<file path="config.mk">
export PLATFORM = sky130hd
export DESIGN_NAME = tbx_trigger_crossbar
export DESIGN_NICKNAME = d
export VERILOG_FILES = /design/src/design/tbx_pkg.sv /design/src/design/tbx_switch_core.sv /design/src/design/tbx_trigger_crossbar.sv
export SDC_FILE = /design/constraint.sdc
export NUM_CORES = 1
export LEC_CHECK = 0
export BUFFER_PORTS_ARGS = -buffer_cell sky130_fd_sc_hd__buf_2
export CORE_ASPECT_RATIO = 1.1
export CORE_MARGIN = 1
export CORE_UTILIZATION = 58
export DETAILED_ROUTE_END_ITERATION = 6
export HOLD_SLACK_MARGIN = 0.03
export PLACE_DENSITY = 0.81
export SKIP_CTS_REPAIR_TIMING = 1
export SYNTH_ARGS = -nofsm -noshare
export SYNTH_HDL_FRONTEND = slang
export SYNTH_SLANG_ARGS = --single-unit
</file>
<file path="constraint.sdc">
create_clock -name sys_clk -period 7.7 [get_ports sys_clk]
set_input_delay 0.77 -clock sys_clk [delete_from_list [all_inputs] [get_ports sys_clk]]
set_output_delay 0.77 -clock sys_clk [all_outputs]
set_load 0.05 [all_outputs]
</file>
<file path="src/design/tbx_pkg.sv">
// package: register map, field layout and carrier types for the trigger crossbar
//
// Overview of operation
// RULE1: seven board-side pins and seven shared trigger-line pins form the crossbar.
// RULE2: pin a2 shared by counter2 output/counter1 gate; a4 by counter5 output/stop trigger.
// RULE3: pin2 drive bit set drives a2 from counter2 output, else not.
// RULE4: pin2 receive bit set feeds counter1 gate from a2, else not.
// RULE5: both pin2 bits set: counter1 gate follows counter2 output via pin.
// RULE6: pin4 drive bit set drives a4 from counter5 output, else not.
// RULE7: pin4 receive bit set feeds stop trigger from a4, else not.
// RULE8: both pin4 bits set: stop trigger follows counter5 output via pin.
// RULE9: any a pin may source from any b pin and vice versa.
// RULE10: each shift write shifts in bit 0 only of the written byte.
// RULE11: writing 0 to strobe loads the 56-bit pattern into active routing.
// RULE12: low 28 bits configure b pins, high 28 bits configure a pins.
// RULE13: each half is seven 4-bit fields: 3-bit source plus output enable.
// RULE14: source value selects the same-numbered pin on the opposite side.
// RULE15: source select in upper three field bits, output enable lowest.
// RULE16: enable set drives pin from source; clear leaves pin undriven.
// RULE17: software shifts pattern bit 0 first through bit 55, then strobes.
// RULE18: software clears enables of inputs and unused pins, sets outputs.
// RULE19: field for pin n occupies bits 4n+3 down to 4n of its half.
// RULE20: after reset every active output enable is cleared.
package tbx_pkg;
    localparam int unsigned PIN_COUNT = 7;
    localparam int unsigned FIELD_W = 4;
    localparam int unsigned HALF_W = PIN_COUNT * FIELD_W;
    localparam int unsigned PATTERN_W = 2 * HALF_W;
    localparam int unsigned SEL_LSB = 1;
    localparam int unsigned OE_BIT = 0;
    localparam int unsigned B_HALF_LSB = 0;
    localparam int unsigned A_HALF_LSB = HALF_W;

    // register byte offsets
    localparam logic [7:0] SHIFT_IN_OFS = 8'h00;
    localparam logic [7:0] LOAD_STROBE_OFS = 8'h04;
    localparam logic [7:0] SHARED_CTRL_OFS = 8'h08;
    localparam logic [7:0] PENDING_LO_OFS = 8'h0C;
    localparam logic [7:0] PENDING_HI_OFS = 8'h10;
    localparam logic [7:0] ACTIVE_LO_OFS = 8'h14;
    localparam logic [7:0] ACTIVE_HI_OFS = 8'h18;

    // shared control register bits
    localparam int unsigned PIN2_DRIVE_BIT = 0;
    localparam int unsigned PIN2_RECEIVE_BIT = 1;
    localparam int unsigned PIN4_DRIVE_BIT = 2;
    localparam int unsigned PIN4_RECEIVE_BIT = 3;

    localparam logic [55:0] PATTERN_RESET = 56'h0;
    localparam logic [3:0] SHARED_CTRL_RESET = 4'h0;
    localparam logic [7:0] STROBE_LOAD_VALUE = 8'h00;

    localparam logic [1:0] RESP_OKAY = 2'h0;
    localparam logic [1:0] RESP_SLVERR = 2'h2;

    typedef struct packed {
        logic [6:0] din;
        logic [6:0] dout;
        logic [6:0] oe;
    } tbx_pins_t;

    typedef struct packed {
        logic shared_pin4_receive_en;
        logic shared_pin4_drive_en;
        logic shared_pin2_receive_en;
        logic shared_pin2_drive_en;
    } tbx_shared_ctrl_t;
endpackage

</file>
<file path="src/design/tbx_switch_core.sv">
// combinational crossbar: routes between board-side and trigger-line pins
`timescale 1ns/1ns
`default_nettype none
module tbx_switch_core #(
    parameter int unsigned PINS = 7
) (
    input wire logic [55:0] active_pattern,
    input wire logic [PINS-1:0] a_in,
    input wire logic [PINS-1:0] b_in,
    output logic [PINS-1:0] a_out,
    output logic [PINS-1:0] a_oe,
    output logic [PINS-1:0] b_out,
    output logic [PINS-1:0] b_oe
);
    function automatic logic [3:0] field_of(input logic [27:0] half, input int unsigned n);
        field_of = half[4*n +: 4]; // RULE19
    endfunction

    function automatic logic pick(input logic [PINS-1:0] src, input logic [3:0] fld);
        logic [2:0] sel;
        sel = fld[tbx_pkg::SEL_LSB +: 3]; // RULE15
        pick = (int'(sel) < PINS) ? src[sel] : 1'b0; // RULE14
    endfunction

    logic [27:0] b_half;
    logic [27:0] a_half;

    always_comb
    begin
        b_half = active_pattern[tbx_pkg::B_HALF_LSB +: tbx_pkg::HALF_W]; // RULE12
        a_half = active_pattern[tbx_pkg::A_HALF_LSB +: tbx_pkg::HALF_W]; // RULE12
        for (int unsigned n = 0; n < PINS; n++)
        begin
            // RULE9 RULE13
            a_out[n] = pick(b_in, field_of(a_half, n));
            a_oe[n] = field_of(a_half, n)[tbx_pkg::OE_BIT]; // RULE16
            b_out[n] = pick(a_in, field_of(b_half, n));
            b_oe[n] = field_of(b_half, n)[tbx_pkg::OE_BIT]; // RULE16
        end
    end
endmodule
`default_nettype wire

</file>
<file path="src/design/tbx_trigger_crossbar.sv">
// top: axi4-lite registers, shared-pin steering and trigger crossbar
`timescale 1ns/1ns
`default_nettype none
module tbx_trigger_crossbar #(
    parameter int unsigned PINS = 7
) (
    input wire logic sys_clk,
    input wire logic rst,
    // axi4-lite slave
    input wire logic [7:0] s_axi_awaddr,
    input wire logic s_axi_awvalid,
    output logic s_axi_awready,
    input wire logic [31:0] s_axi_wdata,
    input wire logic [3:0] s_axi_wstrb,
    input wire logic s_axi_wvalid,
    output logic s_axi_wready,
    output logic [1:0] s_axi_bresp,
    output logic s_axi_bvalid,
    input wire logic s_axi_bready,
    input wire logic [7:0] s_axi_araddr,
    input wire logic s_axi_arvalid,
    output logic s_axi_arready,
    output logic [31:0] s_axi_rdata,
    output logic [1:0] s_axi_rresp,
    output logic s_axi_rvalid,
    input wire logic s_axi_rready,
    // board-side signals
    input wire logic external_convert_strobe_in,
    output logic external_convert_strobe_out,
    input wire logic frequency_output,
    input wire logic counter2_output,
    output logic counter1_gate_in,
    input wire logic counter5_source_in_ext,
    output logic counter5_source_in,
    input wire logic counter5_output,
    output logic acquisition_stop_trigger,
    input wire logic counter1_output,
    input wire logic acquisition_start_trigger_in,
    output logic acquisition_start_trigger_out,
    // shared trigger lines
    input wire logic [PINS-1:0] bus_trigger_line_in,
    output logic [PINS-1:0] bus_trigger_line_out,
    output logic [PINS-1:0] bus_trigger_line_oe
);
    // ****************************************
    // register state
    // ****************************************
    logic [55:0] pending_ff, nxt_pending;
    logic [55:0] active_ff, nxt_active;
    tbx_pkg::tbx_shared_ctrl_t ctrl_ff, nxt_ctrl;
    logic aw_got_ff, nxt_aw_got;
    logic w_got_ff, nxt_w_got;
    logic [7:0] awaddr_ff, nxt_awaddr;
    logic [31:0] wdata_ff, nxt_wdata;
    logic [3:0] wstrb_ff, nxt_wstrb;
    logic bvalid_ff, nxt_bvalid;
    logic [1:0] bresp_ff, nxt_bresp;
    logic rvalid_ff, nxt_rvalid;
    logic [31:0] rdata_ff, nxt_rdata;
    logic [1:0] rresp_ff, nxt_rresp;
    logic [PINS-1:0] line_s1_ff, line_s2_ff;
    logic [PINS-1:0] aext_s1_ff, aext_s2_ff;

    logic do_write;
    logic do_read;

    assign s_axi_awready = !aw_got_ff && !bvalid_ff;
    assign s_axi_wready = !w_got_ff && !bvalid_ff;
    assign s_axi_arready = !rvalid_ff;
    assign s_axi_bvalid = bvalid_ff;
    assign s_axi_bresp = bresp_ff;
    assign s_axi_rvalid = rvalid_ff;
    assign s_axi_rdata = rdata_ff;
    assign s_axi_rresp = rresp_ff;

    // ****************************************
    // write path
    // ****************************************
    always_comb
    begin
        logic aw_ok;
        logic w_ok;
        logic [7:0] addr;
        logic [31:0] data;
        logic [3:0] strb;
        aw_ok = aw_got_ff || (s_axi_awvalid && s_axi_awready);
        w_ok = w_got_ff || (s_axi_wvalid && s_axi_wready);
        addr = aw_got_ff ? awaddr_ff : s_axi_awaddr;
        data = w_got_ff ? wdata_ff : s_axi_wdata;
        strb = w_got_ff ? wstrb_ff : s_axi_wstrb;
        nxt_aw_got = aw_ok;
        nxt_w_got = w_ok;
        nxt_awaddr = (s_axi_awvalid && s_axi_awready) ? s_axi_awaddr : awaddr_ff;
        nxt_wdata = (s_axi_wvalid && s_axi_wready) ? s_axi_wdata : wdata_ff;
        nxt_wstrb = (s_axi_wvalid && s_axi_wready) ? s_axi_wstrb : wstrb_ff;
        nxt_pending = pending_ff;
        nxt_active = active_ff;
        nxt_ctrl = ctrl_ff;
        nxt_bvalid = bvalid_ff && !s_axi_bready;
        nxt_bresp = bresp_ff;
        do_write = aw_ok && w_ok;
        if (do_write)
        begin
            nxt_aw_got = 1'b0;
            nxt_w_got = 1'b0;
            nxt_bvalid = 1'b1;
            nxt_bresp = tbx_pkg::RESP_OKAY;
            unique case (addr[7:2])
                tbx_pkg::SHIFT_IN_OFS[7:2]:
                begin
                    // new bit enters at the top so bit 0, sent first, ends at bit 0
                    if (strb[0])
                        nxt_pending = {data[0], pending_ff[55:1]}; // RULE10 RULE17
                end
                tbx_pkg::LOAD_STROBE_OFS[7:2]:
                begin
                    // only a byte-lane-0 write of zero loads; other values are ignored
                    if (strb[0] && data[7:0] == tbx_pkg::STROBE_LOAD_VALUE)
                        nxt_active = pending_ff; // RULE11
                end
                tbx_pkg::SHARED_CTRL_OFS[7:2]:
                begin
                    if (strb[0])
                        nxt_ctrl = tbx_pkg::tbx_shared_ctrl_t'(data[3:0]);
                end
                tbx_pkg::PENDING_LO_OFS[7:2], tbx_pkg::PENDING_HI_OFS[7:2],
                tbx_pkg::ACTIVE_LO_OFS[7:2], tbx_pkg::ACTIVE_HI_OFS[7:2]:
                begin
                    nxt_bresp = tbx_pkg::RESP_OKAY;
                end
                default:
                begin
                    nxt_bresp = tbx_pkg::RESP_SLVERR;
                end
            endcase
        end
    end

    // ****************************************
    // read path
    // ****************************************
    always_comb
    begin
        nxt_rvalid = rvalid_ff && !s_axi_rready;
        nxt_rdata = rdata_ff;
        nxt_rresp = rresp_ff;
        do_read = s_axi_arvalid && s_axi_arready;
        if (do_read)
        begin
            nxt_rvalid = 1'b1;
            nxt_rresp = tbx_pkg::RESP_OKAY;
            unique case (s_axi_araddr[7:2])
                tbx_pkg::SHIFT_IN_OFS[7:2], tbx_pkg::LOAD_STROBE_OFS[7:2]:
                    nxt_rdata = 32'h0;
                tbx_pkg::SHARED_CTRL_OFS[7:2]:
                    nxt_rdata = {28'h0, ctrl_ff};
                tbx_pkg::PENDING_LO_OFS[7:2]:
                    nxt_rdata = pending_ff[31:0];
                tbx_pkg::PENDING_HI_OFS[7:2]:
                    nxt_rdata = {8'h0, pending_ff[55:32]};
                tbx_pkg::ACTIVE_LO_OFS[7:2]:
                    nxt_rdata = active_ff[31:0];
                tbx_pkg::ACTIVE_HI_OFS[7:2]:
                    nxt_rdata = {8'h0, active_ff[55:32]};
                default:
                begin
                    nxt_rdata = 32'h0;
                    nxt_rresp = tbx_pkg::RESP_SLVERR;
                end
            endcase
        end
    end

    always_ff @(posedge sys_clk or posedge rst)
    begin
        if (rst)
        begin
            pending_ff <= tbx_pkg::PATTERN_RESET;
            active_ff <= tbx_pkg::PATTERN_RESET; // RULE20
            ctrl_ff <= tbx_pkg::tbx_shared_ctrl_t'(tbx_pkg::SHARED_CTRL_RESET);
            aw_got_ff <= 1'b0;
            w_got_ff <= 1'b0;
            awaddr_ff <= 8'h00;
            wdata_ff <= 32'h0;
            wstrb_ff <= 4'h0;
            bvalid_ff <= 1'b0;
            bresp_ff <= tbx_pkg::RESP_OKAY;
            rvalid_ff <= 1'b0;
            rdata_ff <= 32'h0;
            rresp_ff <= tbx_pkg::RESP_OKAY;
            line_s1_ff <= '0;
            line_s2_ff <= '0;
            aext_s1_ff <= '0;
            aext_s2_ff <= '0;
        end
        else
        begin
            pending_ff <= nxt_pending;
            active_ff <= nxt_active;
            ctrl_ff <= nxt_ctrl;
            aw_got_ff <= nxt_aw_got;
            w_got_ff <= nxt_w_got;
            awaddr_ff <= nxt_awaddr;
            wdata_ff <= nxt_wdata;
            wstrb_ff <= nxt_wstrb;
            bvalid_ff <= nxt_bvalid;
            bresp_ff <= nxt_bresp;
            rvalid_ff <= nxt_rvalid;
            rdata_ff <= nxt_rdata;
            rresp_ff <= nxt_rresp;
            line_s1_ff <= bus_trigger_line_in;
            line_s2_ff <= line_s1_ff;
            aext_s1_ff <= {acquisition_start_trigger_in, counter1_output, 1'b0,
                           counter5_source_in_ext, 1'b0, frequency_output, external_convert_strobe_in};
            aext_s2_ff <= aext_s1_ff;
        end
    end

    // ****************************************
    // board-side pin levels and crossbar
    // ****************************************
    logic [PINS-1:0] a_level;
    logic [PINS-1:0] a_xbar_out;
    logic [PINS-1:0] a_xbar_oe;
    logic [PINS-1:0] xbar_b_out;
    logic [PINS-1:0] xbar_b_oe;
    logic pin2_level;
    logic pin4_level;

    // shared pins: level is whichever drivers are on; counters are local logic, no sync
    always_comb
    begin
        // RULE2 RULE3 RULE5
        pin2_level = (ctrl_ff.shared_pin2_drive_en && counter2_output)
                     || (a_xbar_oe[2] && a_xbar_out[2]);
        // RULE6 RULE8
        pin4_level = (ctrl_ff.shared_pin4_drive_en && counter5_output)
                     || (a_xbar_oe[4] && a_xbar_out[4]);
        a_level = aext_s2_ff;
        // pins driven by the crossbar see its own value, like a real driven wire
        for (int unsigned n = 0; n < PINS; n++)
        begin
            if (a_xbar_oe[n])
                a_level[n] = a_xbar_out[n];
        end
        a_level[2] = pin2_level;
        a_level[4] = pin4_level;
    end

    tbx_switch_core #(
        .PINS(PINS)
    ) u_core (
        .active_pattern(active_ff),
        .a_in(a_level),
        .b_in(line_s2_ff),
        .a_out(a_xbar_out),
        .a_oe(a_xbar_oe),
        .b_out(xbar_b_out),
        .b_oe(xbar_b_oe)
    ); // RULE1 RULE9

    // inputs fed only when their pin is driven; otherwise held low
    assign counter1_gate_in = ctrl_ff.shared_pin2_receive_en && pin2_level; // RULE4 RULE5
    assign acquisition_stop_trigger = ctrl_ff.shared_pin4_receive_en && pin4_level; // RULE7 RULE8
    assign external_convert_strobe_out = a_xbar_oe[0] && a_xbar_out[0]; // RULE16
    assign counter5_source_in = a_xbar_oe[3] && a_xbar_out[3]; // RULE16
    assign acquisition_start_trigger_out = a_xbar_oe[6] && a_xbar_out[6]; // RULE16
    assign bus_trigger_line_out = xbar_b_out & xbar_b_oe;
    assign bus_trigger_line_oe = xbar_b_oe; // RULE16 RULE1
endmodule
`default_nettype wire

</file>
==> impl_metrics.env <==
export IMPL_status="finished clean"
export IMPL_drt_iter0_markers=488
export IMPL_p_clk_share_pct=38.1
export IMPL_async_flop_share_pct=100
export IMPL_switchingPower_uw=625
export IMPL_slew_viol_final=0
export IMPL_intPower_mw=1.68
export IMPL_cp_slowest_cell="a211oi_1"
export IMPL_finalSetupTns_ps=0
export IMPL_numCtsBuffers=17
export IMPL_yosysTopAreaCell="dfrtp_1"
export IMPL_die_area_mm2=0.0165
export IMPL_slew_headroom_pct=17.9
export IMPL_fp_dieW_um=122
export IMPL_fill_cells=1133
export IMPL_yosys_warnings=0
export IMPL_netlist_top_cells_area="dfrtp_1 (52%), mux2_4 (13%), mux2_2 (10%), a222oi_1 (2.6%), mux2i_1 (2.1%)"
export IMPL_synth_seq_cells=193
export IMPL_io_buffers=99
export IMPL_period_needed_ps=3900
export IMPL_placed_area_mm2=0.00979
export IMPL_ant_nets=0
export IMPL_gp_congestion=0.819
export IMPL_synth_top_area_share_pct=52.2
export IMPL_syn_to_final_growth_pct=12.2
export IMPL_placementRows=48
export IMPL_register_area_mm2=0.00483
export IMPL_dp_cells=969
export IMPL_grt_pass1_vias=6617
export IMPL_worstMarginPinSlew_ps=1230
export IMPL_cts_htree_levels=4
export IMPL_cp_cell_sequence="mux2i_1 > a22o_1 > a211oi_1 > o21ai_0 > a31oi_1 > and3_1 > buf_2"
export IMPL_fp_coreArea_mm2=0.0156
export IMPL_routed_wirelength_um=21600
export IMPL_final_util_pct=66.5
export IMPL_hold_ws_ps=350
export IMPL_via_count=6326
export IMPL_fin_worst_skew_ps=8.52
export IMPL_gr_usage_all_layers_pct=28.3
export IMPL_grt_setup_unrepaired="no"
export IMPL_crit_required_ps=6930
export IMPL_setup_violations=0
export IMPL_cts_sinks=193
export IMPL_cts_root_buf="clkbuf_16"
export IMPL_hpwlAfterDp_um=13800
export IMPL_cp_arrival_ps=3130
export IMPL_worstSetupEndpointType="output pin"
export IMPL_via_per_inst=6.32
export IMPL_netlist_instances=712
export IMPL_power_density_mw_per_mm2=222
export IMPL_drc_errors=0
export IMPL_synth_distinct_cells=54
export IMPL_drive_gt1_share_pct=39.3
export IMPL_multi_input_area_mm2=0.00413
export IMPL_synth_edf_count=0
export IMPL_instances_no_fill=1001
export IMPL_worst_skew_pair_late_latency_ps=440
export IMPL_cpPeakStageDelay_ps=860
export IMPL_syn_mean_instance_area_um2=13.0
export IMPL_fin_crit_sh_pct=50.6
export IMPL_pwr_share_seq_pct=49.7
export IMPL_leakage_nw=5.09
export IMPL_path_max_fanout=7
export IMPL_die_y_um=134
export IMPL_netSwitchingFraction_pct=27.1
export IMPL_finalNetCount=861
export IMPL_syn_area_mm2=0.00925
export IMPL_max_freq_mhz=257
export IMPL_hold_viol_final=0
export IMPL_hold_class="reg2reg"
export IMPL_synth_flop_cell="dfrtp_1"
export IMPL_layout_cell_area_non_filler_mm2=0.0104
export IMPL_wl_per_cell_um=21.6
export IMPL_antenna_found_initial=0
export IMPL_dr_pass1_iters=5
export IMPL_vdd_ir_drop_worst_mv=0.296
export IMPL_grt_max_degree=108
export IMPL_start_kind="flip-flop"
export IMPL_maxCapViolations=0
export IMPL_grt_first_pass_wirelength_um=35000
export IMPL_cts_buffer_depth=2
export IMPL_pwr_share_comb_pct=12.2
export IMPL_setup_worst_path_class="reg2out"
export IMPL_clk_pin_slew_ps=70
export IMPL_start_util_pct=59.2
export IMPL_n_antenna_cell=0
export IMPL_grt_overflow_total=0
export IMPL_ios=133
export IMPL_seq_area_frac_synth_pct=52.2
export IMPL_cts_tree="done"
## kinds of logic (layout without fill, tap and decap cells)
kind of cell	Yosys count	in the layout	share of synthesized area (%)
AO/OA/AOI/OAI	128	128	9.94
flip-flops	193	193	52.2
buffers and inverters	57	145	3.57
multiplexers	184	184	25.7
AND/OR/NAND/NOR	149	149	8.55
other	1	2	0.0405
## cell usage in the layout (no fill, tap or decap), types with 5 or more instances in the layout
cell       count
nor2_1        24
o211ai_1       6
clkbuf_16     17
nor3b_1        5
buf_2         99
mux2i_1       19
a31oi_1        7
nand2_1       48
a222oi_1      24
nor2b_1       11
nor4_1         5
mux2_2        82
nor3_1         6
a22oi_1        9
o21ai_0       36
nand3b_1      15
and2_1         6
buf_4          9
dfrtp_1      193
a21oi_1       14
mux2_4        81
## path summary, 6_finish.rpt
path | slack [ps] | cells past startpoint | to | startpoint
worst min-delay path | 350 | 0 | aext_s2_ff[6]$_DFF_PP0_ | aext_s1_ff[6]$_DFF_PP0_
worst max-delay path | 3800 | 7 | bus_trigger_line_out[1] | line_s2_ff[2]$_DFF_PP0_
min in group asynchronous | 440 | 2 | line_s1_ff[2]$_DFF_PP0_ | rst
worst min register to register | 350 | 0 | aext_s2_ff[6]$_DFF_PP0_ | aext_s1_ff[6]$_DFF_PP0_
worst max register to register | 4990 | 7 | pending_ff[17]$_DFFE_PP0P_ | aw_got_ff$_DFF_PP0_
max in group asynchronous | 5730 | 3 | pending_ff[43]$_DFFE_PP0P_ | rst
## worst max-delay path, delay by kind of cell, from the launching register on
family	cells	cell delay (ps)
flip-flops	1	570
AND/OR/NAND/NOR	1	180
buffers and inverters	1	260
AO/OA/AOI/OAI	4	1550
multiplexers	1	140
## power by group through the flow
stage / Combinational (mW) / Sequential (mW) / Clock, mW
floorplan: 0.204 / 1.16 / 0
global placement: 0.269 / 1.15 / 0
detailed placement: 0.281 / 1.16 / 0
CTS: 0.283 / 1.14 / 0.886
global route: 0.303 / 1.15 / 0.927
finish: 0.282 / 1.14 / 0.877
## cell usage after synthesis, drive strengths merged (3+ instances only)
cell type  instances
nor3               8
nor4bb             3
and2               6
or4                3
a222oi            24
nor3b              6
o31ai              3
a31oi              7
a22oi             10
dfrtp            193
nand2             50
nor4               5
and3               4
o21ai             36
a211o              4
nand2b             3
nand3b            15
nand3              4
nor2b             11
nor2              25
a21o               4
clkbuf            24
mux2i             19
mux2             163
inv                5
buf               28
o211ai             6
a21oi             14
o21a               3
## cell type report
| class | instances | share of cell area (%) |
|---|---|---|
| Sequential cell | 193 | 46.5 |
| Clock inverter | 12 | 1.30 |
| Clock buffer | 20 | 4.30 |
| Inverter | 5 | 0.253 |
| Tap cell | 200 | 2.41 |
| Timing Repair Buffer | 108 | 5.43 |
| Multi-Input combinational cell | 463 | 39.8 |
## sequential cells by signal, indices dropped and copies added (netlist names)
| name | flops |
|---|---|
| line_s1_ff | 7 |
| w_got_ff | 1 |
| pending_ff | 56 |
| s_axi_bresp | 1 |
| aext_s1_ff | 5 |
| s_axi_rvalid | 1 |
| wstrb_ff | 1 |
| awaddr_ff | 6 |
| s_axi_rdata | 32 |
| s_axi_bvalid | 1 |
| s_axi_rresp | 1 |
| wdata_ff | 8 |
| aext_s2_ff | 5 |
| aw_got_ff | 1 |
| line_s2_ff | 7 |
| ctrl_ff | 4 |
| active_ff | 56 |
## metrics by stage
step                      power, mW  setup WS (ps)
after detailed placement       1.44           4310
after global placement         1.42           4320
after global routing           2.38           3720
after CTS                      2.31           3840
final                          2.30           3800
after floorplan                1.36           1670
## metal layers
layer	share of wire, %	vias up	track usage (%)
met1	40	3262	34.8
met5	0	-	0
li1	-	2787	-
met3	5.4	60	5.10
met4	3.3	0	15.5
met2	51	217	46.9
(Power assumes the default switching activity.)
